**src/hdl/sysref_calib_pkg.sv**
```systemverilog
// Shared constants and carrier types of the aperture delay calibration block.
// Assumes a byte-wide register port in which each byte register takes one aligned word.
package sysref_calib_pkg;

  // ==========================================================================
  // Register indices and byte addresses
  // ==========================================================================
  localparam int ADDR_W = 12;
  localparam logic [9:0] IDX_ENABLE = 10'h2b0;
  localparam logic [9:0] IDX_CONFIG = 10'h2b1;
  localparam logic [9:0] IDX_STATUS0 = 10'h2b2;
  localparam logic [9:0] IDX_STATUS1 = 10'h2b3;
  localparam logic [9:0] IDX_STATUS2 = 10'h2b4;
  localparam logic [9:0] IDX_MANUAL0 = 10'h2b5;
  localparam logic [9:0] IDX_MANUAL1 = 10'h2b6;
  localparam logic [9:0] IDX_MANUAL2 = 10'h2b7;
  localparam logic [9:0] IDX_IRQ_STATUS = 10'h2b9;
  localparam logic [9:0] IDX_IRQ_CLEAR = 10'h2ba;
  localparam logic [9:0] IDX_IRQ_ENABLE = 10'h2bb;

  // ==========================================================================
  // Fields and reset values
  // ==========================================================================
  localparam logic [7:0] CONFIG_RESET = 8'h05;
  localparam int AVG_LSB = 2;
  localparam int WINDOW_LSB = 0;
  localparam int DONE_BIT = 17;
  localparam int INVERT_BIT = 16;
  localparam logic [23:0] MANUAL_RESET = 24'h000000;
  localparam int IRQ_DONE = 0;
  localparam int IRQ_FAIL = 1;

  // ==========================================================================
  // Counts per code: averages, window cycles, longest SYSREF period
  // ==========================================================================
  localparam logic [8:0] AVG_COUNT0 = 9'h004;
  localparam logic [8:0] AVG_COUNT1 = 9'h010;
  localparam logic [8:0] AVG_COUNT2 = 9'h040;
  localparam logic [8:0] AVG_COUNT3 = 9'h100;
  localparam logic [8:0] WINDOW_LEN0 = 9'h004;
  localparam logic [8:0] WINDOW_LEN1 = 9'h010;
  localparam logic [8:0] WINDOW_LEN2 = 9'h040;
  localparam logic [8:0] WINDOW_LEN3 = 9'h100;
  localparam logic [15:0] MAX_PERIOD0 = 16'd85;
  localparam logic [15:0] MAX_PERIOD1 = 16'd1100;
  localparam logic [15:0] MAX_PERIOD2 = 16'd5200;
  localparam logic [15:0] MAX_PERIOD3 = 16'd21580;

  // ==========================================================================
  // Carrier types
  // ==========================================================================
  typedef enum logic [2:0] {CAL_IDLE, CAL_SEEK, CAL_WINDOW, CAL_DONE, CAL_FAILED} calPhase_t;

  typedef struct packed {
    logic [ADDR_W-1:0] addr;
    logic [7:0] writeData;
    logic writeStrobe;
    logic readStrobe;
  } regBusReq_t;

  typedef struct packed {
    logic clockInvert;
    logic [7:0] coarseDelay;
    logic [7:0] fineDelay;
  } apertureDelay_t;

  typedef struct packed {
    logic prevLevel;
    logic armed;
    logic [15:0] count;
    logic tooLong;
  } meterState_t;

  typedef struct packed {
    logic calEnable;
    logic [3:0] calConfig;
    logic [16:0] manualDelay;
    logic [1:0] irqStatus;
    logic [1:0] irqEnable;
    logic [7:0] readData;
    calPhase_t phase;
    logic [8:0] avgCount;
    logic [8:0] windowCount;
    logic [8:0] highCount;
    logic [16:0] acc;
    logic [16:0] result;
    logic complete;
    apertureDelay_t applied;
  } calState_t;

endpackage

```
**src/hdl/sysref_delay_calibration.sv**
```systemverilog
// Calibration of the sampling clock aperture delay against SYSREF, with its registers.
// Assumes sysref is synchronous to clock and a master that never needs a wait state.
//
// The plain strobed port was chosen for this implementation.
`timescale 1ns/1ps

module sysref_delay_calibration (
  input wire logic clock,
  input wire logic rstn,
  input wire sysref_calib_pkg::regBusReq_t busReq,
  output logic [7:0] readData,
  input wire logic sysref,
  output sysref_calib_pkg::apertureDelay_t apertureDelay,
  output logic calibrating,
  output logic irq
);
  import sysref_calib_pkg::*;

  localparam calState_t STATE_RESET = '{calConfig: CONFIG_RESET[3:0], manualDelay: MANUAL_RESET[16:0],
                                        phase: CAL_IDLE, applied: '0, default: '0};

  calState_t state;
  calState_t next_state;

  logic [9:0] regIndex;
  logic aligned;
  logic writeHit;
  logic startPulse;
  logic [1:0] avgCode;
  logic [1:0] windowCode;
  logic [8:0] avgTarget;
  logic [8:0] windowLen;
  logic [15:0] maxPeriod;
  logic [3:0] avgShift;
  logic edgePulse;
  logic meterArmed;
  logic meterTooLong;
  logic [8:0] highNext;
  logic [16:0] accNext;
  logic [24:0] scaled;
  logic [1:0] events;
  logic [23:0] statusWord;
  logic [23:0] manualWord;
  logic [16:0] chosenDelay;

  // ==========================================================================
  // Decode of the configuration fields
  // ==========================================================================
  assign avgCode = state.calConfig[AVG_LSB +: 2];
  assign windowCode = state.calConfig[WINDOW_LSB +: 2];

  always_comb begin
    case (avgCode)
      2'h0: avgTarget = AVG_COUNT0;
      2'h1: avgTarget = AVG_COUNT1;
      2'h2: avgTarget = AVG_COUNT2;
      2'h3: avgTarget = AVG_COUNT3;
      default: avgTarget = AVG_COUNT0;
    endcase
    case (windowCode)
      2'h0: begin
        windowLen = WINDOW_LEN0;
        maxPeriod = MAX_PERIOD0;
      end
      2'h1: begin
        windowLen = WINDOW_LEN1;
        maxPeriod = MAX_PERIOD1;
      end
      2'h2: begin
        windowLen = WINDOW_LEN2;
        maxPeriod = MAX_PERIOD2;
      end
      2'h3: begin
        windowLen = WINDOW_LEN3;
        maxPeriod = MAX_PERIOD3;
      end
      default: begin
        windowLen = WINDOW_LEN0;
        maxPeriod = MAX_PERIOD0;
      end
    endcase
  end

  // Dividing by the average count is a shift of two bits per code step
  assign avgShift = {1'b0, avgCode, 1'b0} + 4'h2;

  // ==========================================================================
  // SYSREF period watchdog
  // ==========================================================================
  sysref_period_meter meter (
    .clock(clock),
    .rstn(rstn),
    .sysref(sysref),
    .clear(startPulse),
    .limit(maxPeriod),
    .risingEdge(edgePulse),
    .armed(meterArmed),
    .tooLong(meterTooLong)
  );

  // ==========================================================================
  // Register port decode
  // ==========================================================================
  assign regIndex = busReq.addr[ADDR_W-1:2];
  assign aligned = (busReq.addr[1:0] == 2'h0);
  assign writeHit = busReq.writeStrobe & aligned;
  // Only a 0-to-1 change of the enable bit starts a run; rewriting 1 does nothing
  assign startPulse = writeHit & (regIndex == IDX_ENABLE) & busReq.writeData[0] & ~state.calEnable;

  assign statusWord = {6'h00, state.complete & state.calEnable, state.result};
  assign manualWord = {7'h00, state.manualDelay};

  assign highNext = state.highCount + {8'h00, sysref};
  assign accNext = state.acc + {8'h00, highNext};
  assign scaled = {accNext, 8'h00} >> avgShift;

  // Manual value is ignored while calibration owns the delay
  assign chosenDelay = state.calEnable ? state.result : state.manualDelay;

  // ==========================================================================
  // Next state
  // ==========================================================================
  always_comb begin
    next_state = state;
    events = 2'h0;
    next_state.readData = 8'h00;

    // Calibration sequence
    case (state.phase)
      CAL_IDLE: begin
      end
      CAL_SEEK: begin
        if (meterTooLong) begin
          next_state.phase = CAL_FAILED;
          events[IRQ_FAIL] = 1'b1;
        end else if (edgePulse && meterArmed) begin
          next_state.phase = CAL_WINDOW;
          next_state.windowCount = 9'h000;
          next_state.highCount = 9'h000;
        end
      end
      CAL_WINDOW: begin
        if (meterTooLong) begin
          next_state.phase = CAL_FAILED;
          events[IRQ_FAIL] = 1'b1;
        end else if (state.windowCount == windowLen - 9'h001) begin
          next_state.acc = accNext;
          next_state.avgCount = state.avgCount + 9'h001;
          if (state.avgCount + 9'h001 == avgTarget) begin
            // Saturate: a SYSREF high for the whole 256-cycle window overflows 16 bits
            next_state.result = (scaled[24:16] != 9'h000) ? 17'h0ffff : {1'b0, scaled[15:0]};
            next_state.complete = 1'b1;
            next_state.phase = CAL_DONE;
            events[IRQ_DONE] = 1'b1;
          end else begin
            next_state.phase = CAL_SEEK;
          end
        end else begin
          next_state.highCount = highNext;
          next_state.windowCount = state.windowCount + 9'h001;
        end
      end
      CAL_DONE: begin
      end
      CAL_FAILED: begin
      end
      default: begin
        next_state.phase = CAL_IDLE;
      end
    endcase

    if (startPulse) begin
      next_state.phase = CAL_SEEK;
      next_state.acc = 17'h00000;
      next_state.avgCount = 9'h000;
      next_state.complete = 1'b0;
    end

    // Register writes
    if (writeHit) begin
      case (regIndex)
        IDX_ENABLE: begin
          next_state.calEnable = busReq.writeData[0];
          if (!busReq.writeData[0]) begin
            next_state.phase = CAL_IDLE;
            next_state.complete = 1'b0;
          end
        end
        IDX_CONFIG: next_state.calConfig = busReq.writeData[3:0];
        IDX_MANUAL0: next_state.manualDelay[7:0] = busReq.writeData;
        IDX_MANUAL1: next_state.manualDelay[15:8] = busReq.writeData;
        IDX_MANUAL2: next_state.manualDelay[16] = busReq.writeData[0];
        IDX_IRQ_CLEAR: next_state.irqStatus = state.irqStatus & ~busReq.writeData[1:0];
        IDX_IRQ_ENABLE: next_state.irqEnable = busReq.writeData[1:0];
        default: begin
        end
      endcase
    end
    // A new event beats a clear in the same cycle
    next_state.irqStatus = next_state.irqStatus | events;

    // Register reads, answered in the next cycle only
    if (busReq.readStrobe && aligned) begin
      case (regIndex)
        IDX_ENABLE: next_state.readData = {7'h00, state.calEnable};
        IDX_CONFIG: next_state.readData = {4'h0, state.calConfig};
        IDX_STATUS0: next_state.readData = statusWord[7:0];
        IDX_STATUS1: next_state.readData = statusWord[15:8];
        IDX_STATUS2: next_state.readData = statusWord[23:16];
        IDX_MANUAL0: next_state.readData = manualWord[7:0];
        IDX_MANUAL1: next_state.readData = manualWord[15:8];
        IDX_MANUAL2: next_state.readData = manualWord[23:16];
        IDX_IRQ_STATUS: next_state.readData = {6'h00, state.irqStatus};
        IDX_IRQ_ENABLE: next_state.readData = {6'h00, state.irqEnable};
        default: next_state.readData = 8'h00;
      endcase
    end

    // Delay outputs follow the chosen source one cycle later
    next_state.applied.clockInvert = chosenDelay[INVERT_BIT];
    next_state.applied.coarseDelay = chosenDelay[15:8];
    next_state.applied.fineDelay = chosenDelay[7:0];
  end

  always_ff @(posedge clock or negedge rstn) begin
    if (!rstn) begin
      state <= STATE_RESET;
    end else begin
      state <= next_state;
    end
  end

  // ==========================================================================
  // Outputs
  // ==========================================================================
  assign readData = state.readData;
  assign apertureDelay = state.applied;
  assign calibrating = (state.phase == CAL_SEEK) | (state.phase == CAL_WINDOW);
  assign irq = |(state.irqStatus & state.irqEnable);

endmodule // sysref_delay_calibration

```
**src/hdl/sysref_period_meter.sv**
```systemverilog
// SYSREF edge detector and period watchdog.
// Assumes sysref is already synchronous to clock.
`timescale 1ns/1ps

module sysref_period_meter (
  input wire logic clock,
  input wire logic rstn,
  input wire logic sysref,
  input wire logic clear,
  input wire logic [15:0] limit,
  output logic risingEdge,
  output logic armed,
  output logic tooLong
);
  import sysref_calib_pkg::*;

  meterState_t state;
  meterState_t next_state;

  assign risingEdge = sysref & ~state.prevLevel;
  assign armed = state.armed;
  assign tooLong = state.tooLong;

  always_comb begin
    next_state = state;
    next_state.prevLevel = sysref;
    if (clear) begin
      next_state.armed = 1'b0;
      next_state.count = 16'h0000;
      next_state.tooLong = 1'b0;
    end else if (risingEdge) begin
      next_state.armed = 1'b1;
      next_state.count = 16'h0000;
    end else begin
      // Saturate so a stopped SYSREF stays flagged
      if (state.count != 16'hffff) begin
        next_state.count = state.count + 16'h0001;
      end
      if (state.count > limit) begin
        next_state.tooLong = 1'b1;
      end
    end
  end

  always_ff @(posedge clock or negedge rstn) begin
    if (!rstn) begin
      state <= '0;
    end else begin
      state <= next_state;
    end
  end

endmodule // sysref_period_meter

```
**config.mk**
```make
export PLATFORM = sky130hd
export DESIGN_NAME = sysref_delay_calibration
export DESIGN_NICKNAME = d
export VERILOG_FILES = /design/src/hdl/sysref_calib_pkg.sv /design/src/hdl/sysref_delay_calibration.sv /design/src/hdl/sysref_period_meter.sv
export SDC_FILE = /design/constraint.sdc
export NUM_CORES = 1
export LEC_CHECK = 0
export CAP_MARGIN = 20
export CELL_PAD_IN_SITES_DETAIL_PLACEMENT = 1
export CELL_PAD_IN_SITES_GLOBAL_PLACEMENT = 2
export CORE_MARGIN = 2
export CORE_UTILIZATION = 44
export DETAILED_ROUTE_END_ITERATION = 8
export DONT_BUFFER_PORTS = 1
export GPL_TIMING_DRIVEN = 0
export HOLD_SLACK_MARGIN = 0.03
export PLACE_DENSITY_LB_ADDON = 0.1
export SETUP_SLACK_MARGIN = 0.05
export SLEW_MARGIN = 20
export SYNTH_ARGS = -nofsm -noshare
export SYNTH_HDL_FRONTEND = slang
export SYNTH_HIERARCHICAL = 1
export SYNTH_SLANG_ARGS = --single-unit
export TNS_END_PERCENT = 30
```
**constraint.sdc**
```tcl
create_clock -name clock -period 10 [get_ports clock]
set_clock_uncertainty 0.1 [all_clocks]
set_input_delay 0.5 -clock clock [delete_from_list [all_inputs] [get_ports clock]]
set_output_delay 0.5 -clock clock [all_outputs]
set_load 0.01 [all_outputs]
```
# After elaboration in Yosys (flattened, before gate mapping)
# Index checks and enable logic that the tools add are counted.
dict set report word_totals {
  reg_bits 135
  input_bits 25
  output_inout_bits 27
  word_cells 147
}
dict set report classes {
  add_sub_neg 7
  order_cmp 1
  eq_ne 30
  n_shift 1
  mux 46
  bitwise 14
  n_reduce_logical 26
}
# cell count
set ops {}
lappend ops {{equality test 10 bit, second input constant} 11}
lappend ops {{2-to-1 mux 18 bit} 5}
lappend ops {{one-hot mux 8 bit (10 select lines)} 1}
lappend ops {{one-hot mux 9 bit (4 select lines)} 2}
lappend ops {{2-to-1 mux 35 bit} 2}
lappend ops {{one-hot mux 16 bit (4 select lines)} 1}
lappend ops {{2-to-1 mux 62 bit} 1}
lappend ops {{2-to-1 mux 16 bit} 3}
lappend ops {{one-hot mux 18 bit (2 select lines)} 1}
lappend ops {{2-to-1 mux 17 bit} 2}
lappend ops {{right shift 25 x 4 -> 25 bit} 1}
lappend ops {{2-to-1 mux 12 bit} 2}
lappend ops {{adder 9 x 1 -> 9 bit, second input constant} 2}
lappend ops {{equality test 9 bit} 2}
lappend ops {{2-to-1 mux 3 bit} 6}
lappend ops {{adder 17 x 9 -> 17 bit} 1}
lappend ops {{adder 16 x 1 -> 16 bit, second input constant} 1}
lappend ops {{> comparator 16 bit} 1}
lappend ops {{inequality test 16 bit, second input constant} 1}
lappend ops {{AND reduction 2 bit} 7}
lappend ops {{2-to-1 mux 1 bit} 13}
lappend ops {{nonzero test 2 bit} 5}
lappend ops {{adder 9 x 1 -> 9 bit} 1}
lappend ops {{2-to-1 mux 9 bit} 1}
lappend ops {{other kinds (29)} 52}

# Depth between registers and ports, before layout
# Gate-level depths: netlist of the first run.
dict set report depth {
  ltp_word 13
  depth_mapped 15
  depth_no_buf 14
}

# Hierarchy
# The synthesis of the first run kept the hierarchy.
# mod n_inst cells_each area_per_inst_um2 seq_area_each_um2
set by_module_without_submodules {}
lappend by_module_without_submodules {sysref_delay_calibration 1 700 6663.9 2880.3}
lappend by_module_without_submodules {sysref_period_meter 1 156 1383.8 475.5}

# Worst setup path before layout of the first run
# OpenSTA, ideal clock, no wires.
dict set report synth_timing {
  path_kind {input to register}
  startpoint {input sysref}
  endpoint {register state[30] in the netlist's numbering}
  setup_time_ns 0.125
  t_arrival_ns 3.760
  required_time_ns 9.775
  slack_ns 6.014
  path_stages 15
  n_path_buf 1
  cell_sequence {ha_1 -> ha_1 -> and3_1 -> nand3_1 -> xnor2_1 -> ha_1 -> a21oi_2 -> o211ai_1 -> o21ai_1 -> xor2_1 -> mux2i_1 -> or4b_2 -> a21oi_4 -> buf_6 -> a21oi_1}
}
dict set report synth_between {
  elab_chain_cells 5
}
# element line_no
set synth_lines {}
lappend synth_lines {{start: declaration} sysref_delay_calibration.sv:12} ;# input wire logic sysref,
lappend synth_lines {{adder 9 x 1 -> 9 bit *} sysref_delay_calibration.sv:113} ;# assign highNext = state.highCount + {8'h00, sysref};
lappend synth_lines {{adder 17 x 9 -> 17 bit *} sysref_delay_calibration.sv:114} ;# assign accNext = state.acc + {8'h00, highNext};
lappend synth_lines {{right shift 25 x 4 -> 25 bit *} sysref_delay_calibration.sv:115} ;# assign scaled = {accNext, 8'h00} >> avgShift;
lappend synth_lines {{nonzero test 9 bit} sysref_delay_calibration.sv:151} ;# next_state.result = (scaled[24:16] != 9'h000) ? 17'h0ffff : {1'b0, scaled[15:0]};
lappend synth_lines {{2-to-1 mux 16 bit *} sysref_delay_calibration.sv:151}
lappend synth_lines {{end signal: assignment} sysref_delay_calibration.sv:229} ;# state <= next_state;
lappend synth_lines {{end: declaration} sysref_delay_calibration.sv:22} ;# calState_t state;
# Every way passes the cells marked *; elsewhere a longest branch is shown, timed or not.
# A chain may end at the register's enable or synchronous reset.

# Worst setup path after layout of the first run
dict set report layout_timing {
  startpoint {register state[52] in the netlist's numbering}
  endpoint {register state[25] in the netlist's numbering}
}
dict set report layout_between {
  elab_chain_cells 5
}
# element line_no
set layout_lines {}
lappend layout_lines {{adder 9 x 1 -> 9 bit *} sysref_delay_calibration.sv:113}
lappend layout_lines {{adder 17 x 9 -> 17 bit *} sysref_delay_calibration.sv:114}
lappend layout_lines {{right shift 25 x 4 -> 25 bit *} sysref_delay_calibration.sv:115}
lappend layout_lines {{nonzero test 9 bit} sysref_delay_calibration.sv:151}
lappend layout_lines {{2-to-1 mux 16 bit *} sysref_delay_calibration.sv:151}
# Marks and branches as above.

==> results of run 1 <==
## state kept, by name, indices dropped and copies added (netlist names)
register       count
manualWord        17
meter/armed        1
state             71
meter/state       17
avgCode            2
meter/tooLong      1
readData           8
apertureDelay     17
## worst max-delay path by stage
stage	start	to	slack, ps
after detailed placement	sysref	state[32]$_DFFE_PN0P_	5180
after CTS	state[52]$_DFFE_PN0P_	state[25]$_DFFE_PN0P_	5270
after floorplan	sysref	state[30]$_DFFE_PN0P_	6010
after global routing	state[52]$_DFFE_PN0P_	state[25]$_DFFE_PN0P_	4970
final	state[52]$_DFFE_PN0P_	state[25]$_DFFE_PN0P_	5250
after global placement	sysref	state[30]$_DFFE_PN0P_	5230
## cell families (layout without fill, tap and decap cells)
group	Yosys count	count (layout)	synth area share (%)
other	2	9	0.0933
AOI/OAI and AO/OA	192	192	15.3
DFF	134	134	41.7
buffers and inverters	90	125	5.91
and+or+nand+nor	300	300	18.7
adders and majority gates	34	34	5.38
xor gates and xnor gates	45	45	4.90
muxes	59	59	8.02
## power by group through the flow
stage,Clock [mW],Combinational [mW],Sequential [mW]
after floorplan,0,0.0436,0.570
after detailed placement,0,0.0568,0.574
after global placement,0,0.0528,0.573
final,0.653,0.0698,0.564
after global routing,0.690,0.0801,0.566
after CTS,0.665,0.0712,0.564
## layout make-up
cell class                 instances  area (um2)  share of cell area [%]
buffer                            60         363                    4.03
clock buffer                      18         439                    4.87
clock inverter                    14         166                    1.85
inverter                          30         113                    1.25
multi-input combinational        639        4240                    47.1
sequential                       134        3360                    37.2
tap                              229         287                    3.18
timing repair buffer               3        47.5                   0.527
## metrics by stage
step | cell area (um2) | utilization (%) | total power, mW | instances | hold slack (ps)
finish | 9010 | 50.2 | 1.29 | 1127 | 126
global route | 9010 | 50.2 | 1.34 | 1127 | 105
CTS | 9010 | 50.2 | 1.30 | 1127 | 108
detailed placement | 8360 | 46.5 | 0.631 | 1092 | 108
global placement | 8360 | 46.5 | 0.626 | 1092 | 108
floorplan | 8070 | - | 0.614 | 863 | 104
## layout by cell type (no fill, tap or decap), types with 16 or more instances in the layout
cell type | synthesis | layout
nor3_1 | 19 | 19
buf_4 | 27 | 27
mux2_2 | 44 | 44
a22oi_1 | 16 | 16
a21oi_1 | 64 | 64
xnor2_1 | 25 | 25
clkbuf_16 | 0 | 17
o21ai_0 | 38 | 38
clkbuf_1 | 22 | 22
inv_1 | 28 | 28
ha_1 | 33 | 33
nand3_1 | 23 | 23
nor2_1 | 93 | 93
dfrtp_1 | 132 | 132
xor2_1 | 20 | 20
nand2_1 | 67 | 67
## worst reg2reg max path: stages (launching register included)
cell and delay [ps]:
dfrtp_1 350, ha_1 200, ha_1 260, and3_1 280
nand3_1 110, xnor2_1 380, ha_1 400, a21oi_2 300
o211ai_1 210, o21ai_1 230, xor2_1 380, mux2i_1 120
or4b_2 770, a21oi_4 270, buf_6 180, a21oi_1 80
## what timing repair did
| item | CTS | global route |
|---|---|---|
| hold buffers | 3 | 0 |
| hold endpoints to repair | 135 | 0 |
| setup endpoints to repair | 0 | 0 |
## per-layer routing
metal	wire [um]	part of all wire (%)	GRT usage, %
met1	10400	46	31.8
met2	11600	51	42.1
met3	536	2.4	4.71
met4	194	0.85	4.52
met5	0	0	0
## cells in the mapped netlist (16+ instances only)
library cell / n / area share [%]
inv_1: 28 / 1.3
a22oi_1: 16 / 1.5
a21oi_1: 64 / 4.0
ha_1: 33 / 5.1
nor2_1: 93 / 4.3
xor2_1: 20 / 2.2
o21ai_0: 38 / 2.4
xnor2_1: 25 / 2.7
nand2_1: 67 / 3.1
mux2_2: 44 / 6.2
dfrtp_1: 132 / 41
clkbuf_1: 22 / 1.0
nor3_1: 19 / 1.2
nand3_1: 23 / 1.4
buf_4: 27 / 2.5
==> impl_metrics.py, run 1 <==
metrics = {
    "outcome": {
        "outcome": "finished, final reports clean",
    },
    "drt": {
        "first_pass_iters": 4,
        "drc": 0,
        "via_per_inst": 5.79,
        "ant_nets": 0,
        "vias": 6522,
        "drt_iter0_drc": 277,
        "routed_wirelength_mm": 22.7,
        "wl_per_cell_um": 20.2,
    },
    "job": {
        "maxCapViolCount": 0,
    },
    "worst_setup_path": {
        "critPathTopFamily": "simple AND/OR/NAND/NOR gates",
        "regToRegEndpoint": "state[25]$_DFFE_PN0P_",
        "worstSetupEndpointType": "flip-flop",
        "path_max_fanout": 10,
        "ff2ff_path_depth": 15,
        "worst_path_most_repeated_cell": "ha_1",
        "crit_type": "flip-flop to flip-flop",
        "path_cells": "ha_1, ha_1, and3_1, nand3_1, xnor2_1, ha_1, a21oi_2, o211ai_1, o21ai_1, xor2_1, mux2i_1, or4b_2, a21oi_4, buf_6, a21oi_1",
        "crit_slowest_cell": "or4b_2",
        "path_depth": 15,
        "required_ps": 10190,
        "slowest_delay_ps": 770,
        "r2r-start": "state[52]$_DFFE_PN0P_",
        "worstPathArrival_ps": 4930,
        "worst-path-buf-inv": 1,
        "critPathLaunchType": "flip-flop",
        "r2r_slack_ps": 5250,
    },
    "pwr": {
        "p_sw_share_pct": 25.5,
        "irDropWorstVdd_uv": 112,
        "combPwrFrac_pct": 5.4,
        "power_frac_clock_pct": 50.7,
        "p_seq_share_pct": 43.8,
        "power_density_nw_per_um2": 143,
        "p_sw_mw": 0.328,
        "leakagePower_nw": 3.95,
        "p_int_mw": 0.959,
    },
    "grt": {
        "antenna_found_initial": 0,
        "grt_usage_pct": 24.2,
        "grt_pass1_wl_mm": 37.7,
        "grt-ovfl-total": 0,
        "grt_max_degree": 135,
        "grt_pass1_vias": 6937,
    },
    "clock_tree": {
        "clkTransAtPathRegs_ps": 60,
        "cts_tree": "built",
        "cts-resized-gates": 0,
        "post_cts_buffers": 0,
        "clock_latency_ps": 430,
        "cts-root-buf": "clkbuf_16",
        "cts_inserted_buffers": 17,
        "cts_max_level": 4,
        "cts_sinks": 134,
        "cts_buffer_depth": 2,
    },
    "timing": {
        "setup_viol_count_final": 0,
        "slew_violations": 0,
        "hold_viol": 0,
        "rsz0062_at_grt": "false",
        "fmax_ghz": 0.211,
        "finalCritPeriodShare_pct": 47.5,
        "worst_pin_slew_ps": 808,
        "slew_headroom_pct": 45.4,
        "fin_setup_tns_ps": 0,
        "setup_ws_ps": 5250,
        "period_needed_ps": 4750,
    },
    "placement": {
        "pre_cts_ws_ps": 5180,
        "gp_congestion": 0.882,
        "dp_hpwl_mm": 16.5,
        "portBuffers": 0,
    },
    "floorplan": {
        "coreArea_um2": 18000,
        "ios": 52,
        "fp.dieW_um": 139,
        "start_util_pct": 44.8,
        "die_h_um": 139,
        "dieArea_um2": 19400,
        "rows": 49,
    },
    "hold_path": {
        "min_to": "manualWord[6]$_DFFE_PN0P_",
        "hp-class": "input pin to flip-flop",
        "hp-start": "busReq[8]",
        "min_path_cells": 1,
    },
    "finish": {
        "fillCellCount": 2075,
        "final_net_count": 944,
        "layout-drive-gt1-share_pct": 15.4,
        "diodes": 0,
        "syn2layout_area_growth_pct": 12.0,
    },
    "logic_synthesis": {
        "syn_avg_cell_area_um2": 9.40,
        "ys_ff_latch": 134,
        "async_flop_share_pct": 100,
        "ys_seq_area_share_pct": 41.7,
        "synth_edf_count": 0,
        "synth_ff_type": "dfrtp_1",
        "ys.warnings.count": 6,
        "netlist_area_um2": 8050,
        "synth_cells": 856,
        "synth_cell_types": 79,
    },
}
No activity file was read; power rests on OpenSTA's default activity.
==> inputs of run 2 (changes only) <==
--- a/config.mk
+++ b/config.mk
@@ -5,11 +5,12 @@
 export SDC_FILE = /design/constraint.sdc
 export NUM_CORES = 1
 export LEC_CHECK = 0
+export ABC_AREA = 1
 export CAP_MARGIN = 20
 export CELL_PAD_IN_SITES_DETAIL_PLACEMENT = 1
 export CELL_PAD_IN_SITES_GLOBAL_PLACEMENT = 2
 export CORE_MARGIN = 2
-export CORE_UTILIZATION = 44
+export CORE_UTILIZATION = 37
 export DETAILED_ROUTE_END_ITERATION = 8
 export DONT_BUFFER_PORTS = 1
 export GPL_TIMING_DRIVEN = 0
==> constraint.sdc (replaced) <==
create_clock -name clock -period 4.6 [get_ports clock]
set_clock_uncertainty 0.1 [all_clocks]
set_input_delay 0.23 -clock clock [delete_from_list [all_inputs] [get_ports clock]]
set_output_delay 0.23 -clock clock [all_outputs]
set_load 0.01 [all_outputs]
==> run 2 against run 1 <==
Wire length rose by 7.6%. Critical path depth rose by 7. Sequential share of layout area fell by 2.8 points. Global-route usage fell by 3.3 points. First-iteration DRC count rose by 40%. Cell count rose by 35%. Clock power rose by 130%. Non-clock buffer count fell by 2. Cell area rose by 8.0%. Critical endpoint is now state[26]$_DFFE_PN0P_. Highest routed layer unchanged.
==> impl_metrics.py, run 2 <==
metrics = {
    "outcome": {
        "outcome": "finished, final reports clean",
    },
    "worst_setup_path": {
        "worstSetupEndpointType": "flip-flop",
        "critPathLaunchType": "flip-flop",
        "worstPathArrival_ps": 3780,
        "required_ps": 4810,
        "crit_type": "flip-flop to flip-flop",
        "path_max_fanout": 10,
    },
    "drt": {
        "via_per_inst": 5.02,
        "ant_nets": 0,
        "routed_wirelength_mm": 24.4,
        "wl_per_cell_um": 16.0,
        "drc": 0,
        "drt_iter0_drc": 389,
        "vias": 7649,
        "first_pass_iters": 4,
    },
    "logic_synthesis": {
        "synth_cells": 1189,
        "synthTopCellsByCount": "nand2_1, inv_1, dfrtp_1",
        "ys_ff_latch": 134,
        "synth_edf_count": 0,
        "syn_avg_cell_area_um2": 7.23,
        "yosys.area_share.simple_pct": 31.5,
        "ys_seq_area_share_pct": 39.1,
        "synth_top_family_by_area": "simple AND/OR/NAND/NOR gates",
        "muxShareOfSynthArea_pct": 0,
        "synth_top_area_share_pct": 38.4,
        "synth-xor-area-share_pct": 2.40,
        "synth_cell_types": 56,
        "synth-compound-area-share_pct": 9.93,
        "yosys-top-cells-area": "dfrtp_1, nand2_1, inv_1",
        "yosysTopAreaCell": "dfrtp_1",
        "synth_ff_type": "dfrtp_1",
        "yosysMostFrequentCell": "nand2_1",
        "netlist_area_um2": 8590,
        "ys.warnings.count": 6,
        "async_flop_share_pct": 100,
        "synth_fa_ha_area_share_pct": 5.04,
    },
    "timing": {
        "fin_setup_tns_ps": 0,
        "worst_pin_slew_ps": 691,
        "setup_viol_count_final": 0,
        "hold_viol": 0,
        "period_needed_ps": 3570,
        "slew_headroom_pct": 53.9,
        "finalCritPeriodShare_pct": 77.6,
        "rsz0062_at_grt": "false",
        "slew_violations": 0,
        "worst_hold_slack_ps": 36.4,
        "fmax_ghz": 0.280,
        "setup_ws_ps": 1030,
    },
    "clock_tree": {
        "clock_latency_ps": 420,
        "cts_inserted_buffers": 17,
        "cts_tree": "built",
        "cts_max_level": 4,
        "cts-root-buf": "clkbuf_16",
        "cts_sinks": 134,
        "clkTransAtPathRegs_ps": 60,
        "cts-resized-gates": 0,
        "cts_buffer_depth": 2,
    },
    "pwr": {
        "irDropWorstVdd_uv": 248,
        "leakagePower_nw": 5.08,
        "power_density_nw_per_um2": 290,
    },
    "finish": {
        "largest_register_ffs": 71,
        "top_register": "state",
        "syn2layout_area_growth_pct": 13.3,
        "layout_commonest_cell": "nand2_1",
        "final_net_count": 1286,
        "layout-drive-gt1-share_pct": 9.12,
        "diodes": 0,
        "final_core_util_pct": 42.9,
        "final_cell_mix": "nand2_1, inv_1, dfrtp_1",
        "fillCellCount": 2857,
    },
    "grt": {
        "grt_pass1_wl_mm": 40.3,
        "grt_max_degree": 135,
        "antenna_found_initial": 0,
        "grt-ovfl-total": 0,
        "grt_pass1_vias": 7743,
        "grt_usage_pct": 21.0,
    },
    "floorplan": {
        "coreArea_um2": 22700,
        "fp.dieW_um": 156,
        "rows": 55,
        "die_h_um": 156,
        "start_util_pct": 37.8,
        "ios": 52,
        "dieArea_um2": 24500,
    },
    "placement": {
        "gp_congestion": 0.807,
        "pre_cts_ws_ps": 998,
        "dp_hpwl_mm": 18.6,
        "portBuffers": 0,
    },
    "hold_path": {
        "hp-class": "input pin to flip-flop",
    },
    "job": {
        "maxCapViolCount": 0,
    },
}
run 2: changes by cell type after synthesis, moves of 17 or more:
cell     before  now
o21ai_0      38   84
o22ai_1       5   22
xnor2_1      25    4
nand3_1      23  115
nand2_1      67  330
a21oi_1      64   15
inv_1        28  183
mux2_2       44    0
run 2: final timing paths:
check,start,end,slack [ps],depth (start not counted)
worst max register to register,state[52]$_DFFE_PN0P_,state[26]$_DFFE_PN0P_,1030,22
min in group asynchronous,rstn,state[43]$_DFFE_PN0P_,360,2
worst max-delay path,state[52]$_DFFE_PN0P_,state[26]$_DFFE_PN0P_,1030,22
max in group asynchronous,rstn,state[115]$_DFFE_PN0P_,3510,2
worst min-delay path,sysref,state[52]$_DFFE_PN0P_,40,3
worst min register to register,manualWord[0]$_DFFE_PN0P_,manualWord[0]$_DFFE_PN0P_,390,2
run 2: per-layer routing:
layer	vias up	track usage, %	wire length [um]
met5	-	0	0
met4	0	5.07	239
met3	17	2.55	627
met2	80	34.9	11500
met1	3710	29.1	12000
li1	3842	-	-
run 2: power by group:
group	leakage [nW]	internal, mW	switching (mW)
Combinational	2.98	0.0401	0.0811
Clock	0.304	0.912	0.570
Sequential	1.80	1.19	0.0237
Total	5.08	2.14	0.675
run 2: critical path: stages (launching register included):
cell and delay (ps):
dfrtp_1 360, ha_1 180, ha_1 180, nand3_1 120, nor2_1 160, nand4_1 120
xor2_1 180, inv_1 80, ha_1 340, nand2_1 140, nor2_2 160, inv_1 50
nor2_1 90, nand2_1 120, nand2_1 110, nand2_1 70, nand2_1 90, nand2_2 90
a21oi_4 250, buf_6 180, nand3_1 150, nand2_1 90, inv_1 40
run 2: cells by family (layout without fill, tap and decap cells):
| group | after synthesis | in the layout |
|---|---|---|
| AND/OR/NAND/NOR | 609 | 609 |
| buffers and inverters | 239 | 282 |
| AO/OA/AOI/OAI | 149 | 149 |
| flip-flops | 134 | 134 |
| adder cells (fa/ha/maj) | 34 | 34 |
| XOR/XNOR | 22 | 22 |
| other | 2 | 9 |
run 2: cell type report:
class                           count  area [um2]  area share (%)
Inverter                          190         716            7.35
Multi-Input combinational cell    823        4230            43.5
Tap cell                          285         357            3.66
Sequential cell                   134        3360            34.5
Clock inverter                     14         199            2.04
Timing Repair Buffer               12         138            1.41
Clock buffer                       17         425            4.37
Buffer                             49         314            3.22
run 2: timing repair:
action                                  in CTS  in global routing
endpoints found under the setup margin       0                  0
hold buffers                                12                  0
endpoints found under the hold margin      159                  0
setup buffers                                0                  0
run 2: through the flow:
| stage | area (um2) | power (mW) | instances |
|---|---|---|---|
| after floorplan | 8620 | 1.30 | 1196 |
| after global routing | 9740 | 2.93 | 1524 |
| after global placement | 8980 | 1.32 | 1481 |
| final | 9740 | 2.82 | 1524 |
| after detailed placement | 8980 | 1.33 | 1481 |
| after CTS | 9740 | 2.86 | 1524 |
==> inputs of run 3 (changes only) <==
--- a/config.mk
+++ b/config.mk
@@ -10,7 +10,7 @@
 export CELL_PAD_IN_SITES_DETAIL_PLACEMENT = 1
 export CELL_PAD_IN_SITES_GLOBAL_PLACEMENT = 2
 export CORE_MARGIN = 2
-export CORE_UTILIZATION = 37
+export CORE_UTILIZATION = 34
 export DETAILED_ROUTE_END_ITERATION = 8
 export DONT_BUFFER_PORTS = 1
 export GPL_TIMING_DRIVEN = 0
==> constraint.sdc (replaced) <==
create_clock -name clock -period 3.1 [get_ports clock]
set_clock_uncertainty 0.1 [all_clocks]
set_input_delay 0.155 -clock clock [delete_from_list [all_inputs] [get_ports clock]]
set_output_delay 0.155 -clock clock [all_outputs]
set_load 0.01 [all_outputs]
==> run 3 against run 2 <==
Flip-flop and latch count is the same. The run now ends with hold timing, setup timing left. Via count grew 1.8%. Combinational power rose by 23%. Utilization is 1.3 points lower. Non-clock buffer count up 23. Clock power rose by 45%. Critical path depth shrank 1. Sequential share of layout area shrank 2.2 points. Worst hold slack got worse by 710 ps. Total power increased by 45%. Sequential power increased by 48%. Worst setup slack lost 1200 ps.
==> impl_metrics.py, run 3 (synthesis gave the netlist of run 2 again) <==
metrics = {
    "pwr": {
        "power_density_nw_per_um2": 394,
        "irDropWorstVdd_uv": 218,
        "p_total_mw": 4.09,
        "leakagePower_nw": 5.26,
    },
    "floorplan": {
        "die_h_um": 163,
        "rows": 58,
        "fp.dieW_um": 163,
        "ios": 52,
        "dieArea_um2": 26600,
        "coreArea_um2": 25000,
        "start_util_pct": 34.4,
    },
    "worst_setup_path": {
        "r2r_slack_ps": -160,
        "crit_slowest_cell": "dfrtp_1",
        "ff2ff_path_depth": 21,
        "slowest_delay_ps": 390,
        "r2r-start": "state[52]$_DFFE_PN0P_",
        "worstPathArrival_ps": 3480,
        "worst-path-buf-inv": 3,
        "required_ps": 3320,
        "path_max_fanout": 5,
        "worst_path_most_repeated_cell": "nand2_2",
        "worstSetupEndpointType": "flip-flop",
        "path_cells": "ha_4, ha_4, nand3_4, nor2_4, nand4_1, xor2_1, inv_1, ha_4, nand2_4, nand2_2, nand2_4, or2_4, nand2_2, nand2_2, nand2_2, nand2_4, a21oi_4, clkbuf_16, nand3_4, nand2_1, inv_1",
        "critPathTopFamily": "simple AND/OR/NAND/NOR gates",
        "regToRegEndpoint": "state[27]$_DFFE_PN0P_",
        "crit_type": "flip-flop to flip-flop",
        "startpoint": "state[52]$_DFFE_PN0P_",
        "critPathLaunchType": "flip-flop",
    },
    "timing": {
        "fmax_ghz": 0.307,
        "setup_ws_ps": -162,
        "rsz0062_at_grt": "true",
        "period_needed_ps": 3260,
        "worst_pin_slew_ps": 687,
        "finalCritPeriodShare_pct": 105,
        "slew_violations": 0,
        "worst_hold_slack_ps": -672,
        "slew_headroom_pct": 54.2,
        "setup_viol_count_final": 16,
        "hold_viol": 134,
    },
    "finish": {
        "final_cell_mix": "nand2_1, inv_1, dfrtp_1",
        "largest_register_ffs": 71,
        "layout_commonest_cell": "nand2_1",
        "final_net_count": 1309,
        "fillCellCount": 3111,
        "finish.instance_area_um2": 10400,
        "diodes": 0,
        "layout-drive-gt1-share_pct": 16.6,
        "seq_area_um2": 3360,
        "top_register": "state",
        "syn2layout_area_growth_pct": 20.9,
        "multi_input_area_um2": 4640,
        "final_cells": 1592,
    },
    "drt": {
        "routed_wirelength_mm": 26.3,
        "drt_iter0_drc": 374,
        "vias": 7783,
        "via_per_inst": 4.89,
        "ant_nets": 0,
        "first_pass_iters": 4,
        "drc": 0,
        "wl_per_cell_um": 16.5,
    },
    "clock_tree": {
        "cts_buffer_depth": 2,
        "clock_latency_ps": 430,
        "cts-root-buf": "clkbuf_16",
        "ctsHoldBuffers": 18,
        "clkTransAtPathRegs_ps": 60,
        "cts_tree": "built",
        "cts_inserted_buffers": 17,
        "cts_max_level": 4,
        "cts_sinks": 134,
    },
    "placement": {
        "postPlaceCellArea_um2": 9030,
        "portBuffers": 0,
        "gp_congestion": 0.801,
        "dp.cells": 1526,
        "dp_hpwl_mm": 19.4,
    },
    "grt": {
        "grt_usage_pct": 20.8,
        "grt_pass1_wl_mm": 43.0,
        "antenna_found_initial": 0,
        "grt-ovfl-total": 0,
        "grt_pass1_vias": 8220,
        "grt_max_degree": 135,
    },
    "job": {
        "maxCapViolCount": 0,
    },
    "hold_path": {
        "hp-class": "input pin to async pin",
    },
    "outcome": {
        "failed_checks": "hold timing, setup timing",
        "outcome": "finished with violations",
    },
}
-- run 3: changes by cell type in the layout (fill, tap and decap cells not counted), moves of 11 or more --
cell,before,now
buf_4,27,40
nand2_1,330,302
nand2_2,7,30
nand3_1,115,97
nand3_2,1,15
nor2_1,93,82
-- run 3: timing repair --
action,CTS,global route
endpoints found under the hold margin,165,134
buffers inserted,11,5
pin swaps,24,30
gates resized for setup,50,54
cloned,1,1
endpoints found under the setup margin,17,19
-- run 3: cell type report --
class | instances | area share [%]
Multi-Input combinational cell | 823 | 44.7
Clock buffer | 17 | 4.10
Inverter | 190 | 6.89
Buffer | 49 | 3.10
Clock inverter | 14 | 1.71
Tap cell | 330 | 3.98
Sequential cell | 134 | 32.3
Timing Repair Buffer | 35 | 3.24
-- run 3: worst max path at each step --
stage | cells after the start | end | slack (ps)
after CTS | 24 | state[27]$_DFFE_PN0P_ | -200
after floorplan | 21 | state[25]$_DFFE_PN0P_ | 140
after global placement | 22 | state[26]$_DFFE_PN0P_ | -510
after detailed placement | 22 | state[26]$_DFFE_PN0P_ | -500
final | 21 | state[27]$_DFFE_PN0P_ | -160
after global routing | 22 | state[29]$_DFFE_PN0P_ | -360
-- run 3: metal layers --
layer / up-vias / wire length (um) / global-route usage (%) / share of wire [%]
li1: 3885 / - / - / -
met1: 3797 / 12500 / 27.9 / 48
met2: 80 / 12700 / 35.2 / 48
met3: 21 / 814 / 3.44 / 3.1
met4: 0 / 271 / 4.55 / 1.0
met5: - / 0 / 0 / 0
-- run 3: stage by stage --
stage	utilization (%)	setup slack [ps]	TNS, ps
2_1_floorplan	-	140	0
3_3_place_gp	36.2	-507	-5940
3_5_place_dp	36.2	-500	-6010
4_1_cts	40.6	-205	-2980
5_1_grt	41.6	-358	-5470
6_report	41.6	-162	-2200
-- run 3: report_power, final --
group	total, mW	internal [mW]	switching [mW]
logic	0.149	0.0611	0.0880
registers	1.81	1.77	0.0376
clock network	2.14	1.27	0.865
total	4.09	3.10	0.990
